### src/pkg/catsio_pkg.sv
/*
  Constants for the camera auxiliary trigger and sync I/O block.
  Assumes a single 20 MHz system clock and synchronous active-high reset.
*/
`default_nettype none
package catsio_pkg;
    // System clock period in picoseconds (20 MHz)
    localparam int unsigned CLK_PERIOD_PS = 50000;
    // Trigger echo width in nanoseconds, as printed 6 us
    localparam int unsigned ECHO_WIDTH_NS = 6000;
    // Echo width in cycles, least time so rounded up
    localparam int unsigned ECHO_CYCLES =
        (ECHO_WIDTH_NS * 1000 + CLK_PERIOD_PS - 1) / CLK_PERIOD_PS;
    // Counter width for the echo timer
    localparam int unsigned ECHO_CNT_W = 8;
    // Synchroniser depth
    localparam int unsigned SYNC_STAGES = 2;
    // Idle level of every trigger input (triggers are active on fall)
    localparam logic TRIG_IDLE = 1'b1;
endpackage
`default_nettype wire

### src/rtl/catsio_fall_detect.sv
/*
  Two-flop synchroniser with falling-edge detector for one trigger input.
  Assumes the input may be asynchronous; reset level is the idle level.
*/
`timescale 1ns/100ps
`default_nettype none
module catsio_fall_detect (
    input wire logic clk_sys_in,
    input wire logic sys_rst_in,
    input wire logic trig_in,
    output logic fall_out
);
    // Synchroniser chain, first stage read only by the second
    logic meta_q;
    logic sync_q;
    // Previous synchronised level for edge detection
    logic prev_q;

    // Synchronise and delay
    always_ff @(posedge clk_sys_in) begin
        if (sys_rst_in) begin
            meta_q <= catsio_pkg::TRIG_IDLE;
            sync_q <= catsio_pkg::TRIG_IDLE;
            prev_q <= catsio_pkg::TRIG_IDLE;
        end else begin
            meta_q <= trig_in;
            sync_q <= meta_q;
            prev_q <= sync_q;
        end
    end

    // High-to-low seen on the synchronised level
    assign fall_out = prev_q & ~sync_q;
endmodule // catsio_fall_detect
`default_nettype wire

### src/rtl/catsio_top.sv
/*
  Auxiliary trigger and sync I/O: merges three falling-edge trigger
  sources into one exposure request, emits a fixed-width echo pulse and
  drives strobe, line-valid and frame-valid outputs from sensor timing.
  Assumes sensor timing inputs are synchronous to clk_sys_in.
*/
`timescale 1ns/100ps
`default_nettype none
module catsio_top #(
    parameter int unsigned ECHO_CYCLES = catsio_pkg::ECHO_CYCLES
) (
    input wire logic clk_sys_in,
    input wire logic sys_rst_in,
    input wire logic trig_se_in,          // Single-ended trigger
    input wire logic trig_diff_p_in,      // Differential trigger, positive
    input wire logic trig_diff_n_in,      // Differential trigger, negative
    input wire logic host_trig_in,        // Host control line CC1
    input wire logic trig_se_en_in,       // Source enables
    input wire logic trig_diff_en_in,
    input wire logic host_trig_en_in,
    input wire logic overlap_mode_in,     // Continuous overlapped exposure
    input wire logic sensor_exposing_in,  // Sensor integrating
    input wire logic line_active_in,      // Valid portion of a line
    input wire logic frame_active_in,     // Active readout lines of frame
    output logic exposure_start_out,      // One-cycle start request
    output logic trigger_echo_out,
    output logic strobe_out,
    output logic line_valid_out,
    output logic frame_valid_out
);
    // Refuse echo widths the counter cannot hold
    initial begin
        if (ECHO_CYCLES < 1 || ECHO_CYCLES >= (1 << catsio_pkg::ECHO_CNT_W))
            $error("ECHO_CYCLES out of range");
    end

    // Timing overview, counted in system clock edges from the edge that
    // first samples a trigger pin low:
    //   edge 1  first synchroniser stage goes low
    //   edge 2  second stage low, the edge detector raises start_d
    //   edge 3  start request and echo pulse both go high
    //   edge 4  start request drops, echo keeps running on its counter
    // The echo counter is reloaded by every accepted edge, so a trigger
    // that arrives during a pulse stretches it to a full width again.
    // Two falls on the same pin need a rise in between, so one source can
    // never ask twice in adjacent cycles; separate sources can, and then
    // the requests simply merge.
    // Sensor timing levels are only registered once. They are expected to
    // come from logic on the same clock, so no synchroniser is spent there.

    // Differential receiver: positive above negative reads high
    // Both legs equal counts as low, which the pair never shows when driven
    logic diff_level;
    assign diff_level = trig_diff_p_in & ~trig_diff_n_in;

    // Per-source falling edges
    // Single-ended pin
    logic se_fall;
    // Differential pair
    logic diff_fall;
    // Host control line
    logic host_fall;

    catsio_fall_detect u_se (
        .clk_sys_in(clk_sys_in),
        .sys_rst_in(sys_rst_in),
        .trig_in(trig_se_in),
        .fall_out(se_fall)
    );
    catsio_fall_detect u_diff (
        .clk_sys_in(clk_sys_in),
        .sys_rst_in(sys_rst_in),
        .trig_in(diff_level),
        .fall_out(diff_fall)
    );
    catsio_fall_detect u_host (
        .clk_sys_in(clk_sys_in),
        .sys_rst_in(sys_rst_in),
        .trig_in(host_trig_in),
        .fall_out(host_fall)
    );

    // Merged request from enabled sources
    logic start_d;
    assign start_d = (se_fall & trig_se_en_in) | (diff_fall & trig_diff_en_in)
                   | (host_fall & host_trig_en_in);

    // Registered start request
    logic start_q;
    always_ff @(posedge clk_sys_in) begin
        if (sys_rst_in)
            start_q <= 1'b0;
        else
            start_q <= start_d;
    end
    assign exposure_start_out = start_q;

    // Echo timer; a new edge during a pulse restarts the full width
    logic [catsio_pkg::ECHO_CNT_W-1:0] echo_cnt_q;
    logic echo_q;
    always_ff @(posedge clk_sys_in) begin
        if (sys_rst_in) begin
            echo_cnt_q <= '0;
            echo_q <= 1'b0;
        end else if (start_d) begin
            echo_cnt_q <= catsio_pkg::ECHO_CNT_W'(ECHO_CYCLES - 1);
            echo_q <= 1'b1;
        end else if (echo_cnt_q != '0) begin
            echo_cnt_q <= echo_cnt_q - 1'b1;
        end else begin
            echo_q <= 1'b0;
        end
    end
    assign trigger_echo_out = echo_q;

    // Sync outputs registered from sensor timing
    logic strobe_q, line_valid_out_q, fval_q;
    always_ff @(posedge clk_sys_in) begin
        if (sys_rst_in) begin
            strobe_q <= 1'b0;
            line_valid_out_q <= 1'b0;
            fval_q <= 1'b0;
        end else begin
            // Strobe only meaningful in overlapped mode
            strobe_q <= overlap_mode_in & sensor_exposing_in;
            // Gaps between lines and frames force low
            line_valid_out_q <= line_active_in & frame_active_in;
            fval_q <= frame_active_in;
        end
    end
    assign strobe_out = strobe_q;
    assign line_valid_out = line_valid_out_q;
    assign frame_valid_out = fval_q;

    // Assertions run off the system clock and are muted during reset.
    // Echo width is checked step by step against its counter instead of a
    // long repetition, so a large width parameter costs the tools nothing.
    // Follow checks skip attempts that start in the reset cycle, since the
    // registers are still forced low one edge later.

    // A running counter keeps the echo up
    echo_width_a: assert property (@(posedge clk_sys_in) disable iff (sys_rst_in)
        echo_q && echo_cnt_q != '0 |=> echo_q)
        else $error("echo width");
    // A spent counter with no new edge ends the echo
    echo_end_a: assert property (@(posedge clk_sys_in) disable iff (sys_rst_in)
        echo_q && echo_cnt_q == '0 && !start_d |=> !echo_q)
        else $error("echo too long");
    // Every launch loads the full width
    echo_load_a: assert property (@(posedge clk_sys_in) disable iff (sys_rst_in)
        start_d |=> echo_cnt_q == catsio_pkg::ECHO_CNT_W'(ECHO_CYCLES - 1))
        else $error("echo width not loaded");
    // Counter steps down by one each cycle
    echo_step_a: assert property (@(posedge clk_sys_in) disable iff (sys_rst_in)
        echo_cnt_q != '0 && !start_d |=> echo_cnt_q == $past(echo_cnt_q) - 1'b1)
        else $error("echo count skipped");
    // Idle echo leaves the counter clean
    echo_idle_a: assert property (@(posedge clk_sys_in) disable iff (sys_rst_in)
        !echo_q |-> echo_cnt_q == '0)
        else $error("echo counter stale");
    // Echo and start rise together
    echo_launch_a: assert property (@(posedge clk_sys_in) disable iff (sys_rst_in)
        start_d |=> echo_q && start_q)
        else $error("echo not launched");
    // Strobe only after overlapped exposing
    strobe_mode_a: assert property (@(posedge clk_sys_in) disable iff (sys_rst_in)
        strobe_q |-> $past(overlap_mode_in) && $past(sensor_exposing_in))
        else $error("strobe outside exposure");
    // Strobe present for every overlapped exposing cycle
    strobe_follow_a: assert property (@(posedge clk_sys_in) disable iff (sys_rst_in)
        !sys_rst_in && overlap_mode_in && sensor_exposing_in |=> strobe_q)
        else $error("strobe missing");
    // Line valid never outside a frame
    line_valid_out_gap_a: assert property (@(posedge clk_sys_in) disable iff (sys_rst_in)
        line_valid_out_q |-> fval_q)
        else $error("line valid in frame gap");
    // Line valid through the valid line part
    line_valid_out_follow_a: assert property (@(posedge clk_sys_in) disable iff (sys_rst_in)
        !sys_rst_in && line_active_in && frame_active_in |=> line_valid_out_q)
        else $error("line valid missing");
    // Line valid low in the gap between lines
    line_valid_out_low_a: assert property (@(posedge clk_sys_in) disable iff (sys_rst_in)
        !line_active_in |=> !line_valid_out_q)
        else $error("line valid in line gap");
    // Frame valid tracks the active lines
    fval_follow_a: assert property (@(posedge clk_sys_in) disable iff (sys_rst_in)
        !$past(sys_rst_in) |-> fval_q == $past(frame_active_in))
        else $error("frame valid wrong");
    // Each enabled source reaches the request
    se_start_a: assert property (@(posedge clk_sys_in) disable iff (sys_rst_in)
        se_fall && trig_se_en_in |=> start_q)
        else $error("se trigger lost");
    diff_start_a: assert property (@(posedge clk_sys_in) disable iff (sys_rst_in)
        diff_fall && trig_diff_en_in |=> start_q)
        else $error("diff trigger lost");
    host_start_a: assert property (@(posedge clk_sys_in) disable iff (sys_rst_in)
        host_fall && host_trig_en_in |=> start_q)
        else $error("host trigger lost");
    no_spur_a: assert property (@(posedge clk_sys_in) disable iff (sys_rst_in)
        start_q |-> $past(start_d))
        else $error("spurious start");
endmodule // catsio_top
`default_nettype wire

### config.mk
export PLATFORM = sky130hd
export DESIGN_NAME = catsio_top
export DESIGN_NICKNAME = d
export VERILOG_FILES = /design/src/pkg/catsio_pkg.sv /design/src/rtl/catsio_fall_detect.sv /design/src/rtl/catsio_top.sv
export SDC_FILE = /design/constraint.sdc
export NUM_CORES = 1
export LEC_CHECK = 0
export ABC_AREA = 1
export BUFFER_PORTS_ARGS = -buffer_cell sky130_fd_sc_hd__clkbuf_2
export CORE_MARGIN = 2
export CORE_UTILIZATION = 46
export DETAILED_ROUTE_END_ITERATION = 8
export HOLD_SLACK_MARGIN = 0.15
export PLACE_DENSITY_LB_ADDON = 0.25
export RECOVER_POWER = 25
export SKIP_CTS_REPAIR_TIMING = 1
export SYNTH_ARGS = -nofsm -noshare
export SYNTH_HDL_FRONTEND = slang
export SYNTH_SLANG_ARGS = --single-unit
### constraint.sdc
create_clock -name clk_sys_in -period 1.21 [get_ports clk_sys_in]
set_input_delay 0 -clock clk_sys_in [delete_from_list [all_inputs] [get_ports clk_sys_in]]
set_output_delay 0 -clock clk_sys_in [all_outputs]
set_load 0.02 [all_outputs]
==> impl_metrics.py, run 1 <==
metrics = {
    "routing": {
        "vias": 778,
        "first_iter_violations": 15,
        "drt-vias-per-instance": 4.55,
        "drc_errors": 0,
        "ant_nets": 0,
        "totalWireLength_mm": 1.61,
        "wire_per_inst_um": 9.40,
        "first_pass_iters": 4,
    },
    "job": {
        "max-cap-violations": 0,
    },
    "logic_synthesis": {
        "synth_top_family_by_area": "simple AND/OR/NAND/NOR gates",
        "yosys.area.top_type_share_pct": 49.1,
        "ys_warn_count": 0,
        "syn_area_per_cell_um2": 8.08,
        "synthTopCellsByArea": "dfxtp_1 49%, nand2_1 8.4%, nand3_1 7.3%, inv_1 5.9%, nor2_1 4.6%",
        "synthAdderAreaFrac_pct": 2.79,
        "syn_area_um2": 897,
        "yosys.cell_types.count": 21,
        "synth_xor_area_share_pct": 0.976,
        "muxShareOfSynthArea_pct": 0,
        "synth_top_area_cell": "dfxtp_1",
        "synth-compound-area-share_pct": 5.16,
        "synthesis.instances": 111,
        "ys_ff_latch": 22,
        "synthesis.nets": 126,
        "ys_seq_area_share_pct": 49.1,
        "synthSimpleGateAreaFrac_pct": 33.9,
    },
    "timing": {
        "period_minus_slack_ps": 1160,
        "finalHoldViolations": 0,
        "rsz0062_at_grt": "true",
        "finalClockSkew_ps": 4.67,
        "tightest_slew_ps": 335,
        "fmax_ghz": 0.864,
        "finalSetupViolations": 0,
        "final-max-slew-violation-count": 0,
        "max-slew-margin-rel_pct": 77.6,
        "fin_crit_sh_pct": 95.7,
        "setup_slack_ps": 52.4,
        "finalSetupTns_ps": 0,
    },
    "worst_hold_path": {
        "whs_path_depth": 4,
        "hold_end": "exposure_start_out",
        "worstHoldStart": "sys_rst_in",
        "hold_class": "in -> reg",
    },
    "clock_tree": {
        "clock_latency_ps": 300,
        "clockRootBuffer": "clkbuf_4",
        "cts.sinks": 22,
        "h-tree-depth": 1,
        "cts_tree": "done",
        "cts_made_buffers": 3,
        "cts_buffer_depth": 2,
        "clk_pin_slew_ps": 110,
    },
    "finish": {
        "final_util_pct": 68.1,
        "final_nets": 163,
        "instances_no_fill": 171,
        "drive_gt1_share_pct": 30.8,
        "synthToLayoutAreaGrowth_pct": 35.4,
        "n_antenna_cell": 0,
        "design_area_um2": 1210,
    },
    "placement": {
        "portBuffers": 17,
        "dp_hpwl_mm": 1.10,
        "place_inst": 155,
        "place_area_um2": 1030,
        "place_congestion": 0.881,
        "dp_slack_ps": -18.0,
    },
    "floorplanning": {
        "fp.dieH_um": 48.2,
        "initial_core_util_pct": 50.3,
        "std_cell_rows": 15,
        "core-area_um2": 1780,
        "dieArea_um2": 2320,
        "die_w_um": 48.2,
        "io_pins": 18,
    },
    "outcome": {
        "status": "completed",
    },
    "grt": {
        "grt_max_degree": 13,
        "overflow": 0,
        "grt_usage_pct": 14.5,
        "grt_pass1_wl_mm": 2.29,
        "grt_pass1_vias": 580,
        "antenna_found_initial": 0,
    },
    "power_and_ir_drop": {
        "power_density_nw_per_um2": 1970,
        "peakVddDrop_mv": 1.25,
        "leakagePower_nw": 0.590,
    },
    "worst_setup_path": {
        "worstSetupStartpointType": "flip-flop",
        "cp.required_ps": 1410,
        "regToRegSetupSlack_ps": 50,
        "worstPathArrival_ps": 1360,
        "endpoint_kind": "flip-flop",
        "r2r_cells": 9,
        "crit_chain": "inv_4, ha_4, nand2_4, nor2_4, nand2_4, inv_2, nand2_2, nor2_1, nor2_1",
        "timing.rr.start": "echo_cnt_q[0]",
        "crit_fanout": 8,
        "cpMaxStageDelayCell": "dfxtp_2",
        "r2r_end": "echo_cnt_q[1]",
        "path_class": "reg -> reg",
        "slowest_delay_ps": 350,
    },
}
worst max path at each step:
stage | from | cells after the start | end
after global routing | echo_cnt_q[1] | 8 | echo_cnt_q[6]
final | echo_cnt_q[0] | 9 | echo_cnt_q[1]
after floorplan | echo_cnt_q[0] | 9 | echo_cnt_q[0]
after global placement | echo_cnt_q[0] | 9 | echo_cnt_q[1]
after CTS | echo_cnt_q[0] | 9 | echo_cnt_q[1]
after detailed placement | echo_cnt_q[0] | 9 | echo_cnt_q[1]
cell families after synthesis:
logic type                 count (synthesis)
AOI/OAI and AO/OA                          8
DFF                                       22
xor gates and xnor gates                   1
buffers and inverters                     19
and+or+nand+nor                           59
adders and majority gates                  2
stage by stage:
step | power (mW) | hold WS, ps
floorplan | 1.72 | 104
global placement | 1.91 | 182
detailed placement | 1.93 | 188
CTS | 2.25 | -136
global route | 2.60 | 170
finish | 2.39 | 103
Yosys cell counts (all sizes together):
library cell and n:
buf 1, nor2 16, ha 2, clkinv 1, xor2 1, o21ai 3
dfxtp 22, nand2 22, o21bai 1, or2 6, inv 17, a21oi 4
nor3 1, nand3 13, nand4 1
state kept, by name, indices dropped and copies added (netlist names):
signal and cells:
echo_cnt_q 8, exposure_start_out 1, frame_valid_out 1, line_valid_out 1, strobe_out 1, trigger_echo_out 1, u_diff.meta_q 1, u_diff.prev_q 1
u_diff.sync_q 1, u_host.meta_q 1, u_host.prev_q 1, u_host.sync_q 1, u_se.meta_q 1, u_se.prev_q 1, u_se.sync_q 1
metal layers:
metal  vias up  routed length (um)  track usage [%]
met3         2                  50             2.22
met2        15                 757             22.6
met5         -                   0                0
li1        416                   -                -
met1       345                 786             18.4
met4         0                  13             9.73
placed cells by master (no fill, tap or decap), types with 2 or more instances in the layout:
cell | netlist | final
dfxtp_1 | 22 | 20
nand2_1 | 20 | 18
nand3_1 | 13 | 13
dlygate4sd3_1 | 0 | 13
inv_1 | 14 | 12
clkbuf_2 | 0 | 12
nor2_1 | 11 | 10
or2_2 | 6 | 6
clkbuf_1 | 0 | 5
inv_2 | 3 | 4
nor2_2 | 4 | 4
a21oi_1 | 3 | 3
o21ai_0 | 3 | 3
clkbuf_4 | 0 | 3
buf_4 | 0 | 3
nand2_4 | 1 | 2
nand2_2 | 1 | 2
dfxtp_2 | 0 | 2
report_power, final:
group / internal, mW / switching (mW) / total, mW
sequential: 0.869 / 0.137 / 1.01
clock: 0.116 / 0.195 / 0.311
combinational: 0.462 / 0.609 / 1.07
total: 1.45 / 0.941 / 2.39
critical path, delay by kind of cell (launching register included):
family	cells	cell delay, ps
AND/OR/NAND/NOR	6	440
flip-flops	1	350
buffers and inverters	2	130
adder cells (fa/ha/maj)	1	130
area by class of cell:
class | instances | area (um^2)
inverter | 18 | 70.1
tap | 25 | 31.3
timing repair buffer | 33 | 231
clock buffer | 3 | 22.5
fill | 156 | 568
multi-input combinational | 70 | 417
sequential | 22 | 443
(Power assumes the default switching activity.)
==> run 2: changes to the inputs <==
--- a/config.mk
+++ b/config.mk
@@ -8,7 +8,7 @@
 export ABC_AREA = 1
 export BUFFER_PORTS_ARGS = -buffer_cell sky130_fd_sc_hd__clkbuf_2
 export CORE_MARGIN = 2
-export CORE_UTILIZATION = 46
+export CORE_UTILIZATION = 30
 export DETAILED_ROUTE_END_ITERATION = 8
 export HOLD_SLACK_MARGIN = 0.15
 export PLACE_DENSITY_LB_ADDON = 0.25
@@ -16,4 +16,5 @@
 export SKIP_CTS_REPAIR_TIMING = 1
 export SYNTH_ARGS = -nofsm -noshare
 export SYNTH_HDL_FRONTEND = slang
+export SYNTH_HIERARCHICAL = 1
 export SYNTH_SLANG_ARGS = --single-unit
==> run 2 against run 1 <==
  * Register-to-register slack about the same
  * Non-clock buffer count increased by 4
  * Die area increased by 55%
  * Global-route usage decreased by 3.5 points
  * Via count increased by 16%
  * Clock skew decreased by 4.2 ps
  * Largest power group unchanged
  * Synthesized area increased by 4.5%
  * Worst setup slack got worse by 14 ps
  * Critical path type unchanged
  * Routed wire length increased by 16%
  * First-iteration DRC count increased by 13%
  * Worst hold slack improved by 43 ps
  * Final area increased by 8.9%
==> impl_metrics.py, run 2 <==
metrics = {
    "worst_setup_path": {
        "path_class": "reg -> reg",
        "worstSetupStartpointType": "flip-flop",
        "cpMaxStageDelayCell": "dfxtp_2",
        "crit_fanout": 4,
        "slowest_delay_ps": 350,
        "worstPathArrival_ps": 1440,
        "endpoint_kind": "flip-flop",
        "cp.required_ps": 1480,
        "crit_chain": "inv_2, ha_1, inv_1, nor2_1, nand3_1, nand3_1, nand2_1, inv_1",
    },
    "placement": {
        "place_area_um2": 1090,
        "portBuffers": 17,
        "place_inst": 186,
        "place_congestion": 0.906,
        "dp_hpwl_mm": 1.31,
    },
    "timing": {
        "fmax_ghz": 0.854,
        "period_minus_slack_ps": 1170,
        "finalClockSkew_ps": 0.519,
        "finalSetupTns_ps": 0,
        "max-slew-margin-rel_pct": 84.2,
        "tightest_slew_ps": 236,
        "finalSetupViolations": 0,
        "fin_crit_sh_pct": 96.8,
        "final-max-slew-violation-count": 0,
        "rsz0062_at_grt": "true",
        "finalHoldViolations": 0,
    },
    "logic_synthesis": {
        "syn_area_per_cell_um2": 7.10,
        "synthesis.nets": 147,
        "synthesis.instances": 132,
        "synth_edf_count": 0,
        "yosys.area.top_type_share_pct": 47.0,
        "synthFlopType": "dfxtp_1",
        "synth.most_common_cell": "nand2_1",
        "synth_top_area_cell": "dfxtp_1",
        "synthTopCellsByArea": "dfxtp_1 47%, nand2_1 13%, inv_1 12%, nor2_1 6.4%, nand3_1 5.3%",
        "synthArstFlopShare_pct": 0,
        "synth_common_cells": "33 x nand2_1, 29 x inv_1, 22 x dfxtp_1, 16 x nor2_1, 10 x nand3_1",
        "ys_seq_area_share_pct": 47.0,
        "syn_area_um2": 937,
        "ys_ff_latch": 22,
        "ys_warn_count": 6,
        "yosys.cell_types.count": 16,
    },
    "finish": {
        "multi_input_area_um2": 399,
        "seq_area_um2": 442,
        "design_area_um2": 1320,
        "final_nets": 189,
        "largest_reg_flops": 8,
        "instances_no_fill": 206,
        "n_antenna_cell": 0,
        "drive_gt1_share_pct": 24.9,
        "largest-register": "echo_cnt_q",
        "layout_commonest_cell": "nand2_1",
        "layout_common_cells": "32 x nand2_1, 26 x inv_1, 21 x dfxtp_1, 17 x clkbuf_2",
        "synthToLayoutAreaGrowth_pct": 41.1,
        "fillers": 303,
    },
    "floorplanning": {
        "die_w_um": 59.9,
        "core-area_um2": 3000,
        "dieArea_um2": 3590,
        "io_pins": 18,
        "fp.dieH_um": 59.9,
        "std_cell_rows": 20,
        "initial_core_util_pct": 31.2,
    },
    "power_and_ir_drop": {
        "peakVddDrop_mv": 0.752,
        "power_density_nw_per_um2": 2020,
        "leakagePower_nw": 0.732,
    },
    "job": {
        "max-cap-violations": 0,
    },
    "worst_hold_path": {
        "hold_class": "in -> reg",
    },
    "routing": {
        "drc_errors": 0,
        "first_iter_violations": 17,
        "ant_nets": 0,
        "totalWireLength_mm": 1.87,
        "wire_per_inst_um": 9.05,
        "vias": 901,
        "drt-vias-per-instance": 4.37,
        "first_pass_iters": 4,
    },
    "clock_tree": {
        "cts_tree": "done",
        "clk_pin_slew_ps": 120,
        "cts_made_buffers": 3,
        "cts_buffer_depth": 2,
        "clock_latency_ps": 310,
        "h-tree-depth": 1,
        "clockRootBuffer": "clkbuf_4",
        "cts.sinks": 22,
    },
    "grt": {
        "grt_max_degree": 14,
        "antenna_found_initial": 0,
        "grt_pass1_wl_mm": 2.94,
        "grt_usage_pct": 11.0,
        "grt_pass1_vias": 782,
        "overflow": 0,
    },
    "outcome": {
        "status": "completed",
    },
}
## run 2: critical path, delay by kind of cell (launching register included)
family / cells / cell delay [ps]
adders and majority gates: 1 / 230
buffers and inverters: 3 / 190
DFF: 1 / 350
and+or+nand+nor: 4 / 360
## run 2: layer usage
metal	track usage (%)	vias to the layer above	share of wire (%)
met4	4.76	0	1.8
met5	0	-	0
met3	2.60	5	4.6
met1	12.5	397	42
li1	-	476	-
met2	19.3	23	52
## run 2: stage by stage
step                      hold slack [ps]  total power, mW  util (%)  worst slack, ps
after floorplan                      69.1             1.77         -             13.5
after global placement                182             2.01      36.4             47.6
after detailed placement              192             2.02      36.4             13.4
after CTS                            -144             2.59      38.2            -6.20
after global routing                  169             2.90      44.0            -48.1
final                                 145             2.67      44.0             38.8
## run 2: area by class of cell
class,count,share of cell area [%]
Clock inverter,1,2.27
Inverter,30,8.51
Tap cell,33,3.12
Clock buffer,3,1.70
Timing Repair Buffer,37,20.8
Sequential cell,22,33.4
Multi-Input combinational cell,80,30.2
## run 2: where the power goes
group	internal, mW	switching (mW)	total, mW	leakage (nW)
combinational	0.468	0.643	1.11	0.521
clock	0.335	0.222	0.557	0.0279
sequential	0.865	0.137	1.00	0.182
## run 2: worst paths after layout
path / endpoint / from / cells after the start / slack, ps
setup / recovery: echo_cnt_q[6] / echo_cnt_q[0] / 8 / 40
hold / removal: echo_cnt_q[3] / host_trig_en_in / 6 / 150
setup reg to reg: echo_cnt_q[6] / echo_cnt_q[0] / 8 / 40
hold reg to reg: u_diff/sync_q / u_diff/meta_q / 2 / 410
## run 2: logic make-up (layout without fill, tap and decap cells)
family	Yosys count	after routing	synth area share [%]
DFF	22	22	47.0
and+or+nand+nor	72	72	34.7
adders and majority gates	2	2	2.67
xor gates and xnor gates	1	1	0.935
AOI/OAI and AO/OA	5	5	2.67
buffers and inverters	30	71	12.0
==> run 3: changes to the inputs <==
--- a/config.mk
+++ b/config.mk
@@ -7,9 +7,12 @@
 export LEC_CHECK = 0
 export ABC_AREA = 1
 export BUFFER_PORTS_ARGS = -buffer_cell sky130_fd_sc_hd__clkbuf_2
+export CELL_PAD_IN_SITES_DETAIL_PLACEMENT = 0
+export CELL_PAD_IN_SITES_GLOBAL_PLACEMENT = 1
 export CORE_MARGIN = 2
 export CORE_UTILIZATION = 30
 export DETAILED_ROUTE_END_ITERATION = 8
+export GPL_ROUTABILITY_DRIVEN = 1
 export HOLD_SLACK_MARGIN = 0.15
 export PLACE_DENSITY_LB_ADDON = 0.25
 export RECOVER_POWER = 25
==> run 3 against run 2 <==
  * Worst setup slack improved by 44 ps
  * Combinational power hardly changed
  * Utilization increased by 0.54 points
  * Final cell count decreased by 0.49%
  * Clock-buffer cell count is the same
  * Total power grew 2.0%
  * Critical path type unchanged
  * Critical endpoint is now echo_cnt_q[0]
  * Largest cell class unchanged
  * Largest power group unchanged
==> impl_metrics.py, run 3 (same netlist as run 2, synthesis figures left out) <==
metrics = {
    "timing": {
        "fin_crit_sh_pct": 93.1,
        "fmax_ghz": 0.887,
        "finalHoldViolations": 0,
        "max-slew-margin-rel_pct": 80.2,
        "rsz0062_at_grt": "false",
        "tightest_slew_ps": 297,
        "finalClockSkew_ps": 4.77,
        "period_minus_slack_ps": 1130,
        "finalSetupViolations": 0,
        "final-max-slew-violation-count": 0,
    },
    "worst_setup_path": {
        "cp.required_ps": 1430,
        "crit_fanout": 6,
        "endpoint_kind": "flip-flop",
        "path_class": "reg -> reg",
        "worstSetupStartpointType": "flip-flop",
        "regToRegSetupSlack_ps": 80,
        "r2r_cells": 7,
        "worstPathArrival_ps": 1350,
    },
    "finish": {
        "design_area_um2": 1340,
        "synthToLayoutAreaGrowth_pct": 42.9,
        "fillers": 307,
        "layout_commonest_cell": "nand2_1",
        "multi_input_area_um2": 418,
        "seq_area_um2": 443,
        "drive_gt1_share_pct": 25.0,
        "n_antenna_cell": 0,
        "largest-register": "echo_cnt_q",
        "final_nets": 188,
        "largest_reg_flops": 8,
        "layout_common_cells": "33 x nand2_1, 26 x inv_1, 20 x dfxtp_1",
    },
    "placement": {
        "portBuffers": 17,
        "place_congestion": 0.808,
        "dp_hpwl_mm": 1.29,
        "place_area_um2": 1090,
    },
    "worst_hold_path": {
        "whs_path_depth": 6,
        "hold_class": "in -> reg",
    },
    "job": {
        "max-cap-violations": 0,
    },
    "clock_tree": {
        "cts_buffer_depth": 2,
        "cts_made_buffers": 3,
        "clock_latency_ps": 310,
        "clockRootBuffer": "clkbuf_4",
        "clk_pin_slew_ps": 130,
        "cts.sinks": 22,
        "h-tree-depth": 1,
        "cts_tree": "done",
    },
    "floorplanning": {
        "fp.dieH_um": 59.9,
        "io_pins": 18,
        "std_cell_rows": 20,
        "die_w_um": 59.9,
        "core-area_um2": 3000,
        "dieArea_um2": 3590,
        "initial_core_util_pct": 31.2,
    },
    "routing": {
        "drc_errors": 0,
        "drt-vias-per-instance": 4.20,
        "vias": 861,
        "wire_per_inst_um": 9.34,
        "first_iter_violations": 29,
        "totalWireLength_mm": 1.91,
        "ant_nets": 0,
        "first_pass_iters": 4,
    },
    "grt": {
        "grt_usage_pct": 11.2,
        "overflow": 0,
        "grt_pass1_wl_mm": 2.99,
        "grt_max_degree": 14,
        "antenna_found_initial": 0,
        "grt_pass1_vias": 736,
    },
    "power_and_ir_drop": {
        "leakagePower_nw": 0.727,
        "power_density_nw_per_um2": 2030,
        "power.total_mw": 2.72,
        "peakVddDrop_mv": 0.680,
    },
    "outcome": {
        "status": "completed",
    },
}
run 3: routing by layer:
| layer | part of all wire (%) | routed length (um) | global-route usage, % |
|---|---|---|---|
| met5 | 0 | 0 | 0 |
| met4 | 0 | 0 | 2.86 |
| met3 | 3.9 | 75 | 4.55 |
| met2 | 51 | 967 | 18.5 |
| met1 | 46 | 872 | 13.3 |
run 3: area by class of cell:
cell class	instances	area share (%)
Inverter	30	8.79
Multi-Input combinational cell	80	31.2
Timing Repair Buffer	36	19.9
Clock inverter	1	2.24
Clock buffer	3	1.68
Tap cell	33	3.08
Sequential cell	22	33.1
run 3: power breakdown:
group	switching [mW]	internal (mW)
logic	0.659	0.485
registers	0.141	0.869
clock network	0.235	0.335
total	1.03	1.69
run 3: worst max-delay path: stages (launching register included):
cell,delay [ps]
dfxtp_2,360
inv_4,80
ha_4,130
nand2_1,70
nor2_2,130
nand2_4,90
nor3_2,110
nor2_1,60
run 3: stage by stage:
stage          worst slack, ps  instances  hold slack (ps)  utilization, %  setup TNS (ps)
4_1_cts                  -15.4        189             -156            37.9           -15.4
3_5_place_dp              7.70        185              186            36.2               0
2_1_floorplan             13.5        132             69.1               -               0
6_report                  82.9        205              148            44.6               0
3_3_place_gp              46.6        185              180            36.2               0
5_1_grt                   7.83        205              187            44.6               0
run 3: final timing paths:
check / from / endpoint
worst min-delay path: host_trig_en_in / echo_cnt_q[7]
worst min register to register: u_se/meta_q / u_se/sync_q
worst max-delay path: echo_cnt_q[0] / echo_cnt_q[0]
worst max register to register: echo_cnt_q[0] / echo_cnt_q[0]
